**src/clc_pkg.sv**
```systemverilog
// clc_pkg: shared types and constants for the configurable logic cell datapath
// assumes a single 10 MHz system clock and synchronous active-high reset
package clc_pkg;

   localparam int unsigned DW         = 8;
   localparam int unsigned CFG_WORDS  = 8;
   localparam int unsigned CFG_W      = 16;
   localparam int unsigned Q_DEPTH    = 4;
   localparam int unsigned Q_PTR_W    = 2;
   localparam int unsigned Q_CNT_W    = 3;
   localparam int unsigned ROUTE_IN_W = 6;
   localparam int unsigned ROUTE_OUT_W = 6;
   localparam int unsigned COND_W     = 16;
   localparam int unsigned CTRL_W     = 8;
   localparam int unsigned STAT_W     = 8;

   // configuration word field positions
   localparam int unsigned CF_FUNC_LSB  = 0;
   localparam int unsigned CF_SRCA_LSB  = 3;
   localparam int unsigned CF_SRCB_LSB  = 5;
   localparam int unsigned CF_SHIFT_LSB = 7;
   localparam int unsigned CF_CIN_LSB   = 9;
   localparam int unsigned CF_SIN_LSB   = 11;
   localparam int unsigned CF_DST_LSB   = 12;
   localparam int unsigned CF_CRC_BIT   = 14;
   localparam int unsigned CF_BANK_BIT  = 15;

   // condition vector bit positions
   localparam int unsigned C_CMP0   = 0;
   localparam int unsigned C_CMP1   = 1;
   localparam int unsigned C_ZERO0  = 2;
   localparam int unsigned C_ZERO1  = 3;
   localparam int unsigned C_ONES0  = 4;
   localparam int unsigned C_ONES1  = 5;
   localparam int unsigned C_OVF    = 6;
   localparam int unsigned C_COUT   = 7;
   localparam int unsigned C_SOUT   = 8;
   localparam int unsigned C_Q0_EMP = 9;
   localparam int unsigned C_Q0_FUL = 10;
   localparam int unsigned C_Q1_EMP = 11;
   localparam int unsigned C_Q1_FUL = 12;
   localparam int unsigned C_CMPLT0 = 13;
   localparam int unsigned C_CMPLT1 = 14;
   localparam int unsigned C_CHAIN  = 15;

   localparam logic [DW-1:0]     BYTE_ZERO  = 8'h00;
   localparam logic [DW-1:0]     BYTE_ONES  = 8'hFF;
   localparam logic [CTRL_W-1:0] CTRL_RST   = 8'h00;
   localparam logic [STAT_W-1:0] STAT_RST   = 8'h00;

   typedef enum logic [2:0] {
      FN_PASS = 3'h0, FN_INC = 3'h1, FN_DEC = 3'h2, FN_ADD = 3'h3,
      FN_SUB  = 3'h4, FN_AND = 3'h5, FN_OR  = 3'h6, FN_XOR = 3'h7
   } clc_func_t;

   typedef enum logic [1:0] {
      SH_NONE = 2'h0, SH_LEFT = 2'h1, SH_RIGHT = 2'h2, SH_SWAP = 2'h3
   } clc_shift_t;

   typedef enum logic [1:0] {
      CI_ZERO = 2'h0, CI_ONE = 2'h1, CI_CHAIN = 2'h2, CI_REG = 2'h3
   } clc_cin_t;

   // one-hot register bank select, loaded from the configuration bank bit
   typedef enum logic [1:0] {
      ST_BANK0 = 2'b01, ST_BANK1 = 2'b10
   } clc_state_t;

   typedef struct packed {
      logic [DW-1:0] wdata;
      logic          wr;
      logic          rd;
   } clc_qbus_t;

   typedef struct packed {
      logic          cy;
      logic          sh;
      logic          cond;
   } clc_chain_t;

endpackage
```
**src/clc_byte_queue.sv**
```systemverilog
// clc_byte_queue: four-entry byte queue, one side per direction
// assumes write and read strobes are single-cycle and synchronous to clk_sys
`timescale 1ns/10ps
module clc_byte_queue (
   input  wire logic                           clk_sys,
   input  wire logic                           rst,
   input  wire logic                           en,
   input  wire logic                           wr,
   input  wire logic [clc_pkg::DW-1:0]         wdata,
   input  wire logic                           rd,
   output logic      [clc_pkg::DW-1:0]         rdata,
   output logic                                empty,
   output logic                                full
);
   typedef struct packed {
      logic [clc_pkg::Q_DEPTH-1:0][clc_pkg::DW-1:0] mem;
      logic [clc_pkg::Q_PTR_W-1:0]                  wp;
      logic [clc_pkg::Q_PTR_W-1:0]                  rp;
      logic [clc_pkg::Q_CNT_W-1:0]                  cnt;
   } clc_q_t;

   clc_q_t q_r;
   clc_q_t q_nxt;
   logic   do_wr;
   logic   do_rd;

   assign empty = (q_r.cnt == '0);
   assign full  = (q_r.cnt == clc_pkg::Q_CNT_W'(clc_pkg::Q_DEPTH));
   assign rdata = q_r.mem[q_r.rp];
   assign do_wr = en && wr && !full;
   assign do_rd = en && rd && !empty;

   always_comb begin
      q_nxt = q_r;
      if (do_wr) begin
         q_nxt.mem[q_r.wp] = wdata;
         q_nxt.wp          = q_r.wp + 1'b1;
      end
      if (do_rd) begin
         q_nxt.rp = q_r.rp + 1'b1;
      end
      if (do_wr && !do_rd) begin
         q_nxt.cnt = q_r.cnt + 1'b1;
      end else if (do_rd && !do_wr) begin
         q_nxt.cnt = q_r.cnt - 1'b1;
      end
   end

   always_ff @(posedge clk_sys) begin
      if (rst) begin
         q_r <= '0;
      end else begin
         q_r <= q_nxt;
      end
   end
endmodule

```
**src/clc_datapath.sv**
```systemverilog
// clc_datapath: byte-wide configurable datapath with status and control pair
// assumes routing and system bus strobes are synchronous to clk_sys
`timescale 1ns/10ps
module clc_datapath (
   input  wire logic                               clk_sys,
   input  wire logic                               rst,
   input  wire logic                               dp_clk_en,
   input  wire logic                               sc_clk_en,
   input  wire logic [clc_pkg::ROUTE_IN_W-1:0]     route_in,
   output logic      [clc_pkg::ROUTE_OUT_W-1:0]    route_out,
   input  wire logic                               cfg_we,
   input  wire logic [2:0]                         cfg_waddr,
   input  wire logic [clc_pkg::CFG_W-1:0]          cfg_wdata,
   input  wire logic [clc_pkg::DW-1:0]             operand_reg_zero_init,
   input  wire logic [clc_pkg::DW-1:0]             operand_reg_one_init,
   input  wire logic                               operand_we,
   input  wire logic [2:0]                         msb_pos,
   input  wire logic [clc_pkg::DW-1:0]             or_mask,
   input  wire logic [clc_pkg::DW-1:0]             poly,
   input  wire logic [clc_pkg::DW-1:0]             cmp_mask0,
   input  wire logic [clc_pkg::DW-1:0]             cmp_mask1,
   input  wire logic [1:0]                         cmp_sel,
   input  wire logic [1:0]                         chain_mode,
   input  wire logic [3:0]                         out_sel [clc_pkg::ROUTE_OUT_W],
   input  wire logic                               queue_zero_is_out,
   input  wire logic                               queue_one_is_out,
   input  wire clc_pkg::clc_qbus_t                 bus_q0,
   input  wire clc_pkg::clc_qbus_t                 bus_q1,
   output logic      [clc_pkg::DW-1:0]             bus_q0_rdata,
   output logic      [clc_pkg::DW-1:0]             bus_q1_rdata,
   input  wire clc_pkg::clc_chain_t                chain_prev_in,
   input  wire clc_pkg::clc_chain_t                chain_next_in,
   output clc_pkg::clc_chain_t                     chain_next_out,
   output clc_pkg::clc_chain_t                     chain_prev_out,
   input  wire logic                               ctrl_we,
   input  wire logic [clc_pkg::CTRL_W-1:0]         ctrl_wdata,
   output logic      [clc_pkg::CTRL_W-1:0]         ctrl_route,
   input  wire logic [clc_pkg::STAT_W-1:0]         stat_route,
   input  wire logic [clc_pkg::STAT_W-1:0]         stat_sticky_en,
   input  wire logic                               stat_rd,
   output logic      [clc_pkg::STAT_W-1:0]         stat_rdata,
   output logic      [clc_pkg::DW-1:0]             accumulator_zero,
   output logic      [clc_pkg::DW-1:0]             accumulator_one
);
   localparam int unsigned DW = clc_pkg::DW;

   typedef struct packed {
      logic [DW-1:0]                  acc0;
      logic [DW-1:0]                  acc1;
      logic [DW-1:0]                  opr0;
      logic [DW-1:0]                  opr1;
      logic                           cy_reg;
      logic                           sh_reg;
      clc_pkg::clc_state_t            bank;
      logic [clc_pkg::ROUTE_OUT_W-1:0] rout;
      clc_pkg::clc_chain_t            nx_out;
      clc_pkg::clc_chain_t            pv_out;
      logic [clc_pkg::CTRL_W-1:0]     ctrl;
      logic [clc_pkg::STAT_W-1:0]     stat;
      logic [DW-1:0]                  q0_rd;
      logic [DW-1:0]                  q1_rd;
   } clc_dp_t;

   clc_dp_t s_r;
   clc_dp_t s_nxt;

   logic [clc_pkg::CFG_W-1:0] cfg_mem [clc_pkg::CFG_WORDS];
   logic [clc_pkg::CFG_W-1:0] cfg;

   ////////////////////////////////////////////////////////////////////////////
   // configuration store, addressed from routing
   always_ff @(posedge clk_sys) begin
      if (cfg_we) begin
         cfg_mem[cfg_waddr] <= cfg_wdata;
      end
   end
   assign cfg = cfg_mem[route_in[2:0]];

   clc_pkg::clc_func_t  fn;
   clc_pkg::clc_shift_t sh;
   clc_pkg::clc_cin_t   cin_sel;
   logic [1:0] src_a;
   logic [1:0] src_b;
   logic       sin_sel;
   logic [1:0] dst;
   logic       crc_mode;
   logic       bank_sel;
   assign fn       = clc_pkg::clc_func_t'(cfg[clc_pkg::CF_FUNC_LSB +: 3]);
   assign src_a    = cfg[clc_pkg::CF_SRCA_LSB +: 2];
   assign src_b    = cfg[clc_pkg::CF_SRCB_LSB +: 2];
   assign sh       = clc_pkg::clc_shift_t'(cfg[clc_pkg::CF_SHIFT_LSB +: 2]);
   assign cin_sel  = clc_pkg::clc_cin_t'(cfg[clc_pkg::CF_CIN_LSB +: 2]);
   assign sin_sel  = cfg[clc_pkg::CF_SIN_LSB];
   assign dst      = cfg[clc_pkg::CF_DST_LSB +: 2];
   assign crc_mode = cfg[clc_pkg::CF_CRC_BIT];
   assign bank_sel = cfg[clc_pkg::CF_BANK_BIT];

   ////////////////////////////////////////////////////////////////////////////
   // byte queues
   logic [DW-1:0] q0_data;
   logic [DW-1:0] q1_data;
   logic q0_empty;
   logic q0_full;
   logic q1_empty;
   logic q1_full;
   logic [DW-1:0] alu_out;
   logic [DW-1:0] res;

   // direction picks who writes and who reads
   clc_byte_queue u_queue_zero (
      .clk_sys (clk_sys),
      .rst     (rst),
      .en      (dp_clk_en),
      .wr      (queue_zero_is_out ? route_in[3] : bus_q0.wr),
      .wdata   (queue_zero_is_out ? s_r.acc0 : bus_q0.wdata),
      .rd      (queue_zero_is_out ? bus_q0.rd : route_in[4]),
      .rdata   (q0_data),
      .empty   (q0_empty),
      .full    (q0_full)
   );
   clc_byte_queue u_queue_one (
      .clk_sys (clk_sys),
      .rst     (rst),
      .en      (dp_clk_en),
      .wr      (queue_one_is_out ? route_in[3] : bus_q1.wr),
      .wdata   (queue_one_is_out ? res : bus_q1.wdata),
      .rd      (queue_one_is_out ? bus_q1.rd : route_in[4]),
      .rdata   (q1_data),
      .empty   (q1_empty),
      .full    (q1_full)
   );

   ////////////////////////////////////////////////////////////////////////////
   // alu, shift and mask
   logic [DW-1:0] opa;
   logic [DW-1:0] opb;
   logic [DW:0]   sum;
   logic          cin;
   logic          cout;
   logic          sout;
   logic          sin;
   logic          ovf;
   logic [DW-1:0] width_mask;
   logic          fb;

   always_comb begin
      case (src_a)
         2'd0:    opa = s_r.acc0;
         2'd1:    opa = s_r.acc1;
         2'd2:    opa = s_r.opr0;
         default: opa = s_r.opr1;
      endcase
      case (src_b)
         2'd0:    opb = s_r.opr0;
         2'd1:    opb = s_r.opr1;
         2'd2:    opb = s_r.acc1;
         default: opb = q0_data;
      endcase
      case (cin_sel)
         clc_pkg::CI_ZERO:  cin = 1'b0;
         clc_pkg::CI_ONE:   cin = 1'b1;
         clc_pkg::CI_CHAIN: cin = chain_prev_in.cy;
         default:           cin = s_r.cy_reg;
      endcase
   end

   always_comb begin
      width_mask = BYTE_MASK(msb_pos);
      sum = '0;
      case (fn)
         clc_pkg::FN_INC: sum = {1'b0, opa} + 9'd1;
         clc_pkg::FN_DEC: sum = {1'b0, opa} - 9'd1;
         clc_pkg::FN_ADD: sum = {1'b0, opa} + {1'b0, opb} + {8'h00, cin};
         clc_pkg::FN_SUB: sum = {1'b0, opa} - {1'b0, opb} - {8'h00, cin};
         clc_pkg::FN_AND: sum = {1'b0, opa & opb};
         clc_pkg::FN_OR:  sum = {1'b0, opa | opb};
         clc_pkg::FN_XOR: sum = {1'b0, opa ^ opb};
         default:         sum = {1'b0, opa};
      endcase
      alu_out = sum[DW-1:0] & width_mask;
      // carry taken at the programmed msb so narrow counters chain correctly
      cout = (msb_pos == 3'd7) ? sum[DW] : sum[msb_pos + 1'b1];
      ovf  = (opa[msb_pos] == opb[msb_pos]) && (alu_out[msb_pos] != opa[msb_pos])
             && (fn == clc_pkg::FN_ADD);
   end

   assign sin = sin_sel ? chain_prev_in.sh : route_in[5];

   always_comb begin
      res  = alu_out;
      sout = 1'b0;
      fb   = alu_out[msb_pos] ^ sin;
      case (sh)
         clc_pkg::SH_LEFT: begin
            sout = alu_out[msb_pos];
            res  = {alu_out[DW-2:0], sin} & width_mask;
            if (crc_mode && fb) begin
               res = ({alu_out[DW-2:0], 1'b0} ^ poly) & width_mask;
            end else if (crc_mode) begin
               res = {alu_out[DW-2:0], 1'b0} & width_mask;
            end
         end
         clc_pkg::SH_RIGHT: begin
            sout = alu_out[0];
            res  = alu_out >> 1;
            res[msb_pos] = s_r.sh_reg ? chain_next_in.sh : sin;
         end
         clc_pkg::SH_SWAP: res = {alu_out[3:0], alu_out[7:4]};
         default:          res = alu_out;
      endcase
      res = res | or_mask;
   end

   function automatic logic [DW-1:0] BYTE_MASK(input logic [2:0] m);
      logic [DW-1:0] v;
      v = '0;
      for (int i = 0; i < DW; i++) begin
         v[i] = (i <= int'(m));
      end
      return v;
   endfunction

   ////////////////////////////////////////////////////////////////////////////
   // conditions
   logic [DW-1:0] ca0;
   logic [DW-1:0] cb0;
   logic [DW-1:0] ca1;
   logic [DW-1:0] cb1;
   logic [clc_pkg::COND_W-1:0] cond;
   logic chain_c;

   always_comb begin
      case (cmp_sel)
         2'd0:    begin ca0 = s_r.acc0; cb0 = s_r.opr0; ca1 = s_r.acc1; cb1 = s_r.opr1; end
         2'd1:    begin ca0 = s_r.acc0; cb0 = s_r.acc1; ca1 = s_r.acc1; cb1 = s_r.opr1; end
         2'd2:    begin ca0 = s_r.acc0; cb0 = s_r.opr0; ca1 = s_r.acc0; cb1 = s_r.opr1; end
         default: begin ca0 = s_r.acc1; cb0 = s_r.opr0; ca1 = s_r.acc0; cb1 = s_r.acc1; end
      endcase
      // chained term widens the equal compare across cells
      chain_c = (chain_mode == 2'd1) ? chain_prev_in.cond :
                (chain_mode == 2'd2) ? chain_next_in.cond : 1'b1;
      cond = '0;
      cond[clc_pkg::C_CMP0]   = ((ca0 & cmp_mask0) == (cb0 & cmp_mask0)) && chain_c;
      cond[clc_pkg::C_CMP1]   = ((ca1 & cmp_mask1) == (cb1 & cmp_mask1));
      cond[clc_pkg::C_CMPLT0] = (ca0 & cmp_mask0) < (cb0 & cmp_mask0);
      cond[clc_pkg::C_CMPLT1] = (ca1 & cmp_mask1) < (cb1 & cmp_mask1);
      cond[clc_pkg::C_ZERO0]  = (s_r.acc0 == clc_pkg::BYTE_ZERO) && chain_c;
      cond[clc_pkg::C_ZERO1]  = (s_r.acc1 == clc_pkg::BYTE_ZERO);
      cond[clc_pkg::C_ONES0]  = (s_r.acc0 == clc_pkg::BYTE_ONES);
      cond[clc_pkg::C_ONES1]  = (s_r.acc1 == clc_pkg::BYTE_ONES);
      cond[clc_pkg::C_OVF]    = ovf;
      cond[clc_pkg::C_COUT]   = s_r.cy_reg;
      cond[clc_pkg::C_SOUT]   = s_r.sh_reg;
      cond[clc_pkg::C_Q0_EMP] = q0_empty;
      cond[clc_pkg::C_Q0_FUL] = q0_full;
      cond[clc_pkg::C_Q1_EMP] = q1_empty;
      cond[clc_pkg::C_Q1_FUL] = q1_full;
      cond[clc_pkg::C_CHAIN]  = chain_c;
   end

   ////////////////////////////////////////////////////////////////////////////
   // next state
   always_comb begin
      s_nxt = s_r;
      if (operand_we) begin
         s_nxt.opr0 = operand_reg_zero_init;
         s_nxt.opr1 = operand_reg_one_init;
      end
      if (dp_clk_en) begin
         s_nxt.cy_reg = cout;
         s_nxt.sh_reg = sout;
         s_nxt.bank   = bank_sel ? clc_pkg::ST_BANK1 : clc_pkg::ST_BANK0;
         case (dst)
            2'd1:    s_nxt.acc0 = res;
            2'd2:    s_nxt.acc1 = res;
            2'd3:    s_nxt.acc0 = q0_data;
            default: ;
         endcase
         for (int i = 0; i < clc_pkg::ROUTE_OUT_W; i++) begin
            s_nxt.rout[i] = (out_sel[i] == 4'hF) ? sout : cond[out_sel[i]];
         end
         s_nxt.nx_out = '{cy: cout, sh: sout, cond: cond[clc_pkg::C_CMP0]};
         s_nxt.pv_out = '{cy: 1'b0, sh: alu_out[0], cond: cond[clc_pkg::C_ZERO0]};
      end
      s_nxt.q0_rd = q0_data;
      s_nxt.q1_rd = q1_data;
      if (sc_clk_en) begin
         if (ctrl_we) begin
            s_nxt.ctrl = ctrl_wdata;
         end
         for (int i = 0; i < clc_pkg::STAT_W; i++) begin
            if (stat_sticky_en[i]) begin
               // set wins over the read-clear so no event is lost
               s_nxt.stat[i] = stat_route[i] | (s_r.stat[i] & !stat_rd);
            end else begin
               s_nxt.stat[i] = stat_route[i];
            end
         end
      end
   end

   always_ff @(posedge clk_sys) begin
      if (rst) begin
         s_r      <= '0;
         s_r.bank <= clc_pkg::ST_BANK0;
         s_r.ctrl <= clc_pkg::CTRL_RST;
         s_r.stat <= clc_pkg::STAT_RST;
      end else begin
         s_r <= s_nxt;
      end
   end

   assign route_out        = s_r.rout;
   assign chain_next_out   = s_r.nx_out;
   assign chain_prev_out   = s_r.pv_out;
   assign ctrl_route       = s_r.ctrl;
   assign stat_rdata       = s_r.stat;
   assign accumulator_zero = s_r.acc0;
   assign accumulator_one  = s_r.acc1;
   assign bus_q0_rdata     = s_r.q0_rd;
   assign bus_q1_rdata     = s_r.q1_rd;
endmodule

```
**config.mk**
```make
export PLATFORM = sky130hd
export DESIGN_NAME = clc_datapath
export DESIGN_NICKNAME = d
export VERILOG_FILES = /design/src/clc_pkg.sv /design/src/clc_byte_queue.sv /design/src/clc_datapath.sv
export SDC_FILE = /design/constraint.sdc
export NUM_CORES = 1
export LEC_CHECK = 0
export BUFFER_PORTS_ARGS = -buffer_cell sky130_fd_sc_hd__buf_2
export CORE_MARGIN = 4
export CORE_UTILIZATION = 45
export CTS_BUF_LIST = sky130_fd_sc_hd__clkbuf_4
export CTS_CLUSTER_SIZE = 25
export DETAILED_ROUTE_END_ITERATION = 6
export GPL_ROUTABILITY_DRIVEN = 0
export PLACE_DENSITY_LB_ADDON = 0.1
export SYNTH_ARGS = -nofsm -noshare
export SYNTH_HDL_FRONTEND = slang
export SYNTH_SLANG_ARGS = --single-unit
```
**constraint.sdc**
```tcl
create_clock -name clk_sys -period 6.15 [get_ports clk_sys]
set_input_delay 0.9225 -clock clk_sys [delete_from_list [all_inputs] [get_ports clk_sys]]
set_output_delay 0.9225 -clock clk_sys [all_outputs]
set_load 0.02 [all_outputs]
```
# --- Word-level counts from Yosys, hierarchy flattened ---
# Memories as Yosys holds them, arrays and structs flattened.
# Cells that the tools add are included.
# Widths: inputs -> output; s select.
totals:
  ram_bits: 128
  word_cells: 258
  memories: 1
  input_bits: 164
  reg_bits: 153
memory_table:
  columns: ["name", "words", "word_bits", "read_ports", "rd_ports_with_merged_regs", "wr", "line", "source"]
  rows:
  - ["cfg_mem", 8, 16, 1, 0, 1, "clc_datapath.sv:67", "logic [clc_pkg::CFG_W-1:0] cfg_mem [clc_pkg::CFG_WORDS];"]
op_classes:
  order_cmp: 24
  bitwise: 30
  mux: 77
  add_sub_neg: 15
  eq_ne: 38
  n_reduce_logical: 45
ops:
  columns: ["cell", "n"]
  rows:
  - ["$mux 8", 12]
  - ["$and 8x8->8", 9]
  - ["$pmux 8 s3", 3]
  - ["$bwmux 32", 2]
  - ["$pmux 9 s7", 1]
  - ["$mux 1", 36]
  - ["$bmux 8 s2", 2]
  - ["$demux 8 s2", 2]
  - ["$lt 4x5->1 const B", 6]
  - ["$bmux 1 s4", 6]
  - ["$eq 4x4->1 const B", 6]
  - ["$eq 3x3->1 const B", 7]
  - ["$logic_and 1x1->1", 20]
  - ["$eq 2x2->1 const B", 9]
  - ["$eq 8x8->1", 2]
  - ["$eq 8x8->1 const B", 2]
  - ["$logic_not 8->1", 2]
  - ["$lt 8x8->1", 2]
  - ["$or 8x8->8", 2]
  - ["$pmux 8 s2", 1]
  - ["$xor 8x8->8", 2]
  - ["$eq 2x1->1 const B", 7]
  - ["$bmux 1 s3", 4]
  - ["$le 3x3->1 const A", 4]
  - ["35 further kinds", 80]

# --- Longest topological paths before layout ---
logic_depth:
  depth_word: 16
  depth_mapped: 25
  mapped_depth_nobuf: 22

# --- Cells and area by module ---
# A second synthesis with hierarchy kept.
hier_totals:
  hier_cells: 1718
  hier_area_um2: 17626.9
modules_own_cells:
  columns: ["module", "cells_each", "area_each_um2", "instances", "seq_area_each_um2"]
  rows:
  - ["clc_datapath", 1384, 13785.7, 1, 5104.9]
  - ["clc_byte_queue", 167, 1920.6, 2, 780.7]

# --- Least setup slack after synthesis ---
# No wires, ideal clock.
synth_path:
  kind: "input to register"
  startpoint: "in route_in[0] (netlist bit)"
  endpoint: "reg u_queue_one.q_r[14] (netlist bit)"
  required_time_ns: 6.035
  path_buffers: 3
  path_stages: 24
  arrival_time_ns: 6.573
  setup_slack_ns: -0.539
  path_cell_list: "buf_6 buf_4 buf_1 mux4_2 mux2_2 a22oi_1 xnor2_1 ha_1 or2_2 inv_1 fa_1 xnor2_1 a211oi_1 o21ai_0 o41ai_1 o32ai_1 nor4_1 a221o_1 a2111oi_4 and4_4 o21ai_1 xnor2_1 a211o_1 a31o_1"
synth_between:
  elab_chain_cells: 16
  elab_cells_between_ends: 51
synth_rtl:
  columns: ["element", "line", "source"]
  rows:
  - ["from (decl)", "clc_datapath.sv:9", "input wire logic [clc_pkg::ROUTE_IN_W-1:0] route_in,"]
  - ["$mem_v2 8x16 (*)", null, null]
  - ["$eq 2x2->1, or another cell as far along", "clc_datapath.sv:147", "case (src_a)"]
  - ["$pmux 8 s3 (on tied branches)", "clc_datapath.sv:147, clc_datapath.sv:153", null]
  - ["$sub 8x8->9 / $add 8x8->9 (equally long branches)", "clc_datapath.sv:174, clc_datapath.sv:173", null]
  - ["$sub 9x1->9 / $add 9x1->9 (equally long branches)", "clc_datapath.sv:174, clc_datapath.sv:173", null]
  - ["$pmux 9 s7", "clc_datapath.sv:170", "case (fn)"]
  - ["$and 8x8->8", "clc_datapath.sv:180", "alu_out = sum[DW-1:0] & width_mask;"]
  - ["$bmux 1 s3", "clc_datapath.sv:192", "fb = alu_out[msb_pos] ^ sin;"]
  - ["$mux 1 (implied by the code)", "clc_datapath.sv:192", null]
  - ["$xor 1x1->1", "clc_datapath.sv:192", null]
  - ["$logic_and 1x1->1", "clc_datapath.sv:197", "if (crc_mode && fb) begin"]
  - ["$mux 8", "clc_datapath.sv:197", null]
  - ["$pmux 8 s3 (*)", "clc_datapath.sv:193", "case (sh)"]
  - ["$or 8x8->8 (*)", "clc_datapath.sv:211", "res = res | or_mask;"]
  - ["$mux 8 (*)", "clc_datapath.sv:126", ".wdata (queue_one_is_out ? res : bus_q1.wdata),"]
  - ["$bwmux 32 (*)", "clc_byte_queue.sv:36", "q_nxt.mem[q_r.wp] = wdata;"]
  - ["to (signal assigned)", "clc_byte_queue.sv:53", "q_r <= q_nxt;"]
  - ["to (decl)", "clc_byte_queue.sv:22", "clc_q_t q_r;"]
# Mark *: on every way between the ends. The rest lies on a longest branch, timed or not. The select of a mux whose other input is x is not followed.
# A chain may end at the register's enable or synchronous reset.

# --- Final worst setup path ---
layout_path:
  startpoint: "in route_in[1] (netlist bit)"
  endpoint: "reg s_r (netlist bit route_out[0])"
layout_between:
  elab_chain_cells: 15
  elab_cells_between_ends: 47
layout_rtl:
  columns: ["element", "line", "source"]
  rows:
  - ["$mem_v2 8x16 (*)", null, null]
  - ["$eq 2x2->1, or another cell as far along", "clc_datapath.sv:147", null]
  - ["$pmux 8 s3 (on tied branches)", "clc_datapath.sv:147, clc_datapath.sv:153", null]
  - ["$sub 8x8->9 / $add 8x8->9 (equally long branches)", "clc_datapath.sv:174, clc_datapath.sv:173", null]
  - ["$sub 9x1->9 / $add 9x1->9 (equally long branches)", "clc_datapath.sv:174, clc_datapath.sv:173", null]
  - ["$pmux 9 s7", "clc_datapath.sv:170", null]
  - ["$and 8x8->8", "clc_datapath.sv:180", null]
  - ["$bmux 1 s3", "clc_datapath.sv:183, clc_datapath.sv:195", null]
  - ["$mux 1 (implied by the code)", "clc_datapath.sv:183, clc_datapath.sv:195", null]
  - ["$ne 1x1->1", "clc_datapath.sv:183", "ovf = (opa[msb_pos] == opb[msb_pos]) && (alu_out[msb_pos] != opa[msb_pos])"]
  - ["$logic_and 1x1->1", "clc_datapath.sv:183", null]
  - ["$logic_and 1x1->1", "clc_datapath.sv:184", "&& (fn == clc_pkg::FN_ADD);"]
  - ["$bmux 1 s4", "clc_datapath.sv:280", "s_nxt.rout[i] = (out_sel[i] == 4'hF) ? sout : cond[out_sel[i]];"]
  - ["$mux 1 (implied by the code)", "clc_datapath.sv:280", null]
  - ["$mux 1 (*)", "clc_datapath.sv:280", null]
  - ["to (signal assigned)", "clc_datapath.sv:309", "s_r <= s_nxt;"]
  - ["to (decl)", "clc_datapath.sv:64", "clc_dp_t s_r;"]
# Marks and branches as above.

==> metrics <==
status finished, final reports clean; final wirelength about 50,000 µm; Cell variety after synth 80; Worst Setup Path Type in2reg; Overall Power between 5 and 6 mW; detailed-route via count 14,200; total number of yosys warnings 0; Slowest cell on crit path mux4_2; IO Count 224; All-Layer GR Usage approximately a quarter; CP Cell Sequence buf_2, mux4_2, mux2i_2, buf_4, mux2i_1, a21oi_1, ha_1, ha_1, and2_1, a21oi_1, nor3_1, a2111oi_0, nand3_1, a22o_1, a2111oi_4, buf_4, buf_4, nand2_1, mux2i_2, buf_4, and2_1, a21o_1, a32o_1; Max Clock Freq 171 MHz; Area Overhead vs Synth 18.9%; most common library cells after synthesis nor2_1, dfxtp_1, edfxtp_1; area of the multi-input gates 8830 µm²; CP Launch Point route_in[1]; Seq/Total Area, Yosys 40.5%; DR DRC count 0; critical path endpoint category flip-flop; top_reg_cell synth dfxtp_1; register area 6670 µm²; largest area contributor in the netlist edfxtp_1; slew margin rel. between 20% and 30%; slew of the pin with the lowest slew margin around 1.1 ns; Worst setup SP type primary input; maximum vdd drop approximately 0.18 mV; TritonCTS clock tree built; largest net degree at the start of global routing 93; Pleak 8.29 nW; first-pass GRT wire length 78,000 µm; Largest delay share family, worst path compound AO/OA/AOI/OAI gates; layout cell share with drive strength beyond 1 29.2%; Clock Latency Late Sink approximately 0.75 ns; Post-synth ARST share 0%; PD cells approximately 280 nW/µm²; Initial DRC Count 990; Worst Skew just over 0.05 ns; Seq cells post-synth 273; dpl cells about 2,300; CTS Hold Bufs 0; most frequent cell after synthesis nor2_1; max_cap viols 0; gr ovfl total 0; post-DP HPWL roughly 38,000 µm; synthesized instance count 1,666; # rows a little under 70; height of the die 199 µm; delay of the slowest critical-path stage 0.56 ns; starting density of the core 46.0%; TritonCTS Sinks 273; via/cell ratio 5.70; Max Slew Vio Count 0; Syn Area/Cell ~9.9 µm²; unrepaired setup endpoints after global routing false; Final setup viols 0; critical path arrival ~6.5 ns; placed cell area roughly 18,000 µm²; post-route antenna net violation count 0; fillers 3,339; Hold/Removal Path Class in2reg; buffers plus inverters on the worst setup path 5; H-tree levels 3; Hold Crit Start operand_reg_zero_init[0]; ranking of synthesized cells by area edfxtp_1, dfxtp_1, mux4_2; Layout Nets 2,201; Syn Std Cell Area 16,500 µm²; Most common cell on crit path buf_4; CTS root buf clkbuf_4; worst-path maximum fanout 13; Period Utilization, post-route between 90% and 100%; CTS max path bufs 3; FF-to-FF Start cfg_mem[0][5]; Syn Nets about 1,900; CTS buffer count 75; Reg clk slew, reported paths 0.06 ns; Worst EP required just under 7 ns; Post-synth EDFFs 120; initial antenna violation count 10; final hold vios 0; PortBufs 220; Routed WL per cell 20.5 µm; Final Instance Area around 20,000 µm²; die area about 40,000 µm²; minimum clock period 5.85 ns; core area 35,800 µm²; top cell type's share of synthesized area 21.9%; Die Wd 199 µm; fin util 54.7%; Non-Filler Instances 2,489; final setup TNS 0 ns; vias in the first global route approximately 14,000; Initial DRT Pass Iterations 5
## per-stage QoR
step                hold slack (ns)  worst slack [ns]
CTS                           0.350             0.110
global route                  0.397           0.00371
global placement              0.442            -0.684
detailed placement            0.449            -0.701
floorplan                     0.434           0.00449
finish                        0.429             0.300
## worst paths after layout
path | cells after the start | endpoint | slack [ns]
max reg2reg | 22 | route_out[0] | 0.37
min reg2reg | 2 | ctrl_route[0] | 0.45
min | 3 | s_r[56] | 0.43
max | 23 | route_out[0] | 0.30
## power breakdown
part | internal [mW] | total [mW] | leakage (nW) | switching, mW
Combinational | 0.727 | 1.64 | 5.34 | 0.911
Sequential | 1.99 | 2.10 | 2.34 | 0.101
Clock | 1.04 | 1.79 | 0.615 | 0.756
## state kept, by name, summed over array words and instances (netlist names), 6 cells and up
name / count
accumulator_one: 8
bus_q0_rdata: 8
stat_rdata: 8
u_queue_zero.q_r: 39
ctrl_route: 8
s_r: 16
route_out: 6
accumulator_zero: 8
u_queue_one.q_r: 39
bus_q1_rdata: 8
cfg_mem: 120
## logic make-up after synthesis
logic type	after synthesis	share of synthesized area (%)
AO/OA/AOI/OAI	390	15.4
XOR/XNOR	26	1.43
adder cells (fa/ha/maj)	76	6.03
buffers and inverters	208	6.35
flip-flops	273	40.5
multiplexers	180	15.8
other	1	0.0228
AND/OR/NAND/NOR	512	14.4
## placed cells by master (no fill, tap or decap), types with 61 or more instances in the layout
master,instances
buf_2,219
nor2_1,193
dfxtp_1,153
buf_4,137
edfxtp_1,120
a21oi_1,114
nand2_1,111
clkbuf_4,111
mux2i_1,96
o21ai_0,78
ha_1,69
inv_1,67
mux4_2,61
## metal layers
layer	track usage (%)	share of wire (%)	up-vias
li1	-	-	6721
met1	33.8	43	6793
met2	41.3	47	547
met3	5.93	7.5	107
met4	8.35	2.9	8
met5	0	0.086	-
## timing repair
action | CTS | global route
endpoints found under the setup margin | 0 | 20
setup buffers | 0 | 1
gates resized for setup | 0 | 9
## final cells by class
cell class | count | share of cell area [%]
Antenna cell | 7 | 0.0894
Clock buffer | 111 | 4.25
Clock inverter | 25 | 1.16
Inverter | 68 | 1.30
Multi-Input combinational cell | 1185 | 45.1
Sequential cell | 273 | 34.0
Tap cell | 461 | 2.94
Timing Repair Buffer | 359 | 11.2
## tightest hold or removal path: stages
cell and delay [ns]:
buf_2 0.08, mux2i_1 0.05, nor2_1 0.07
Note: power is estimated with default switching activity, not from simulation.
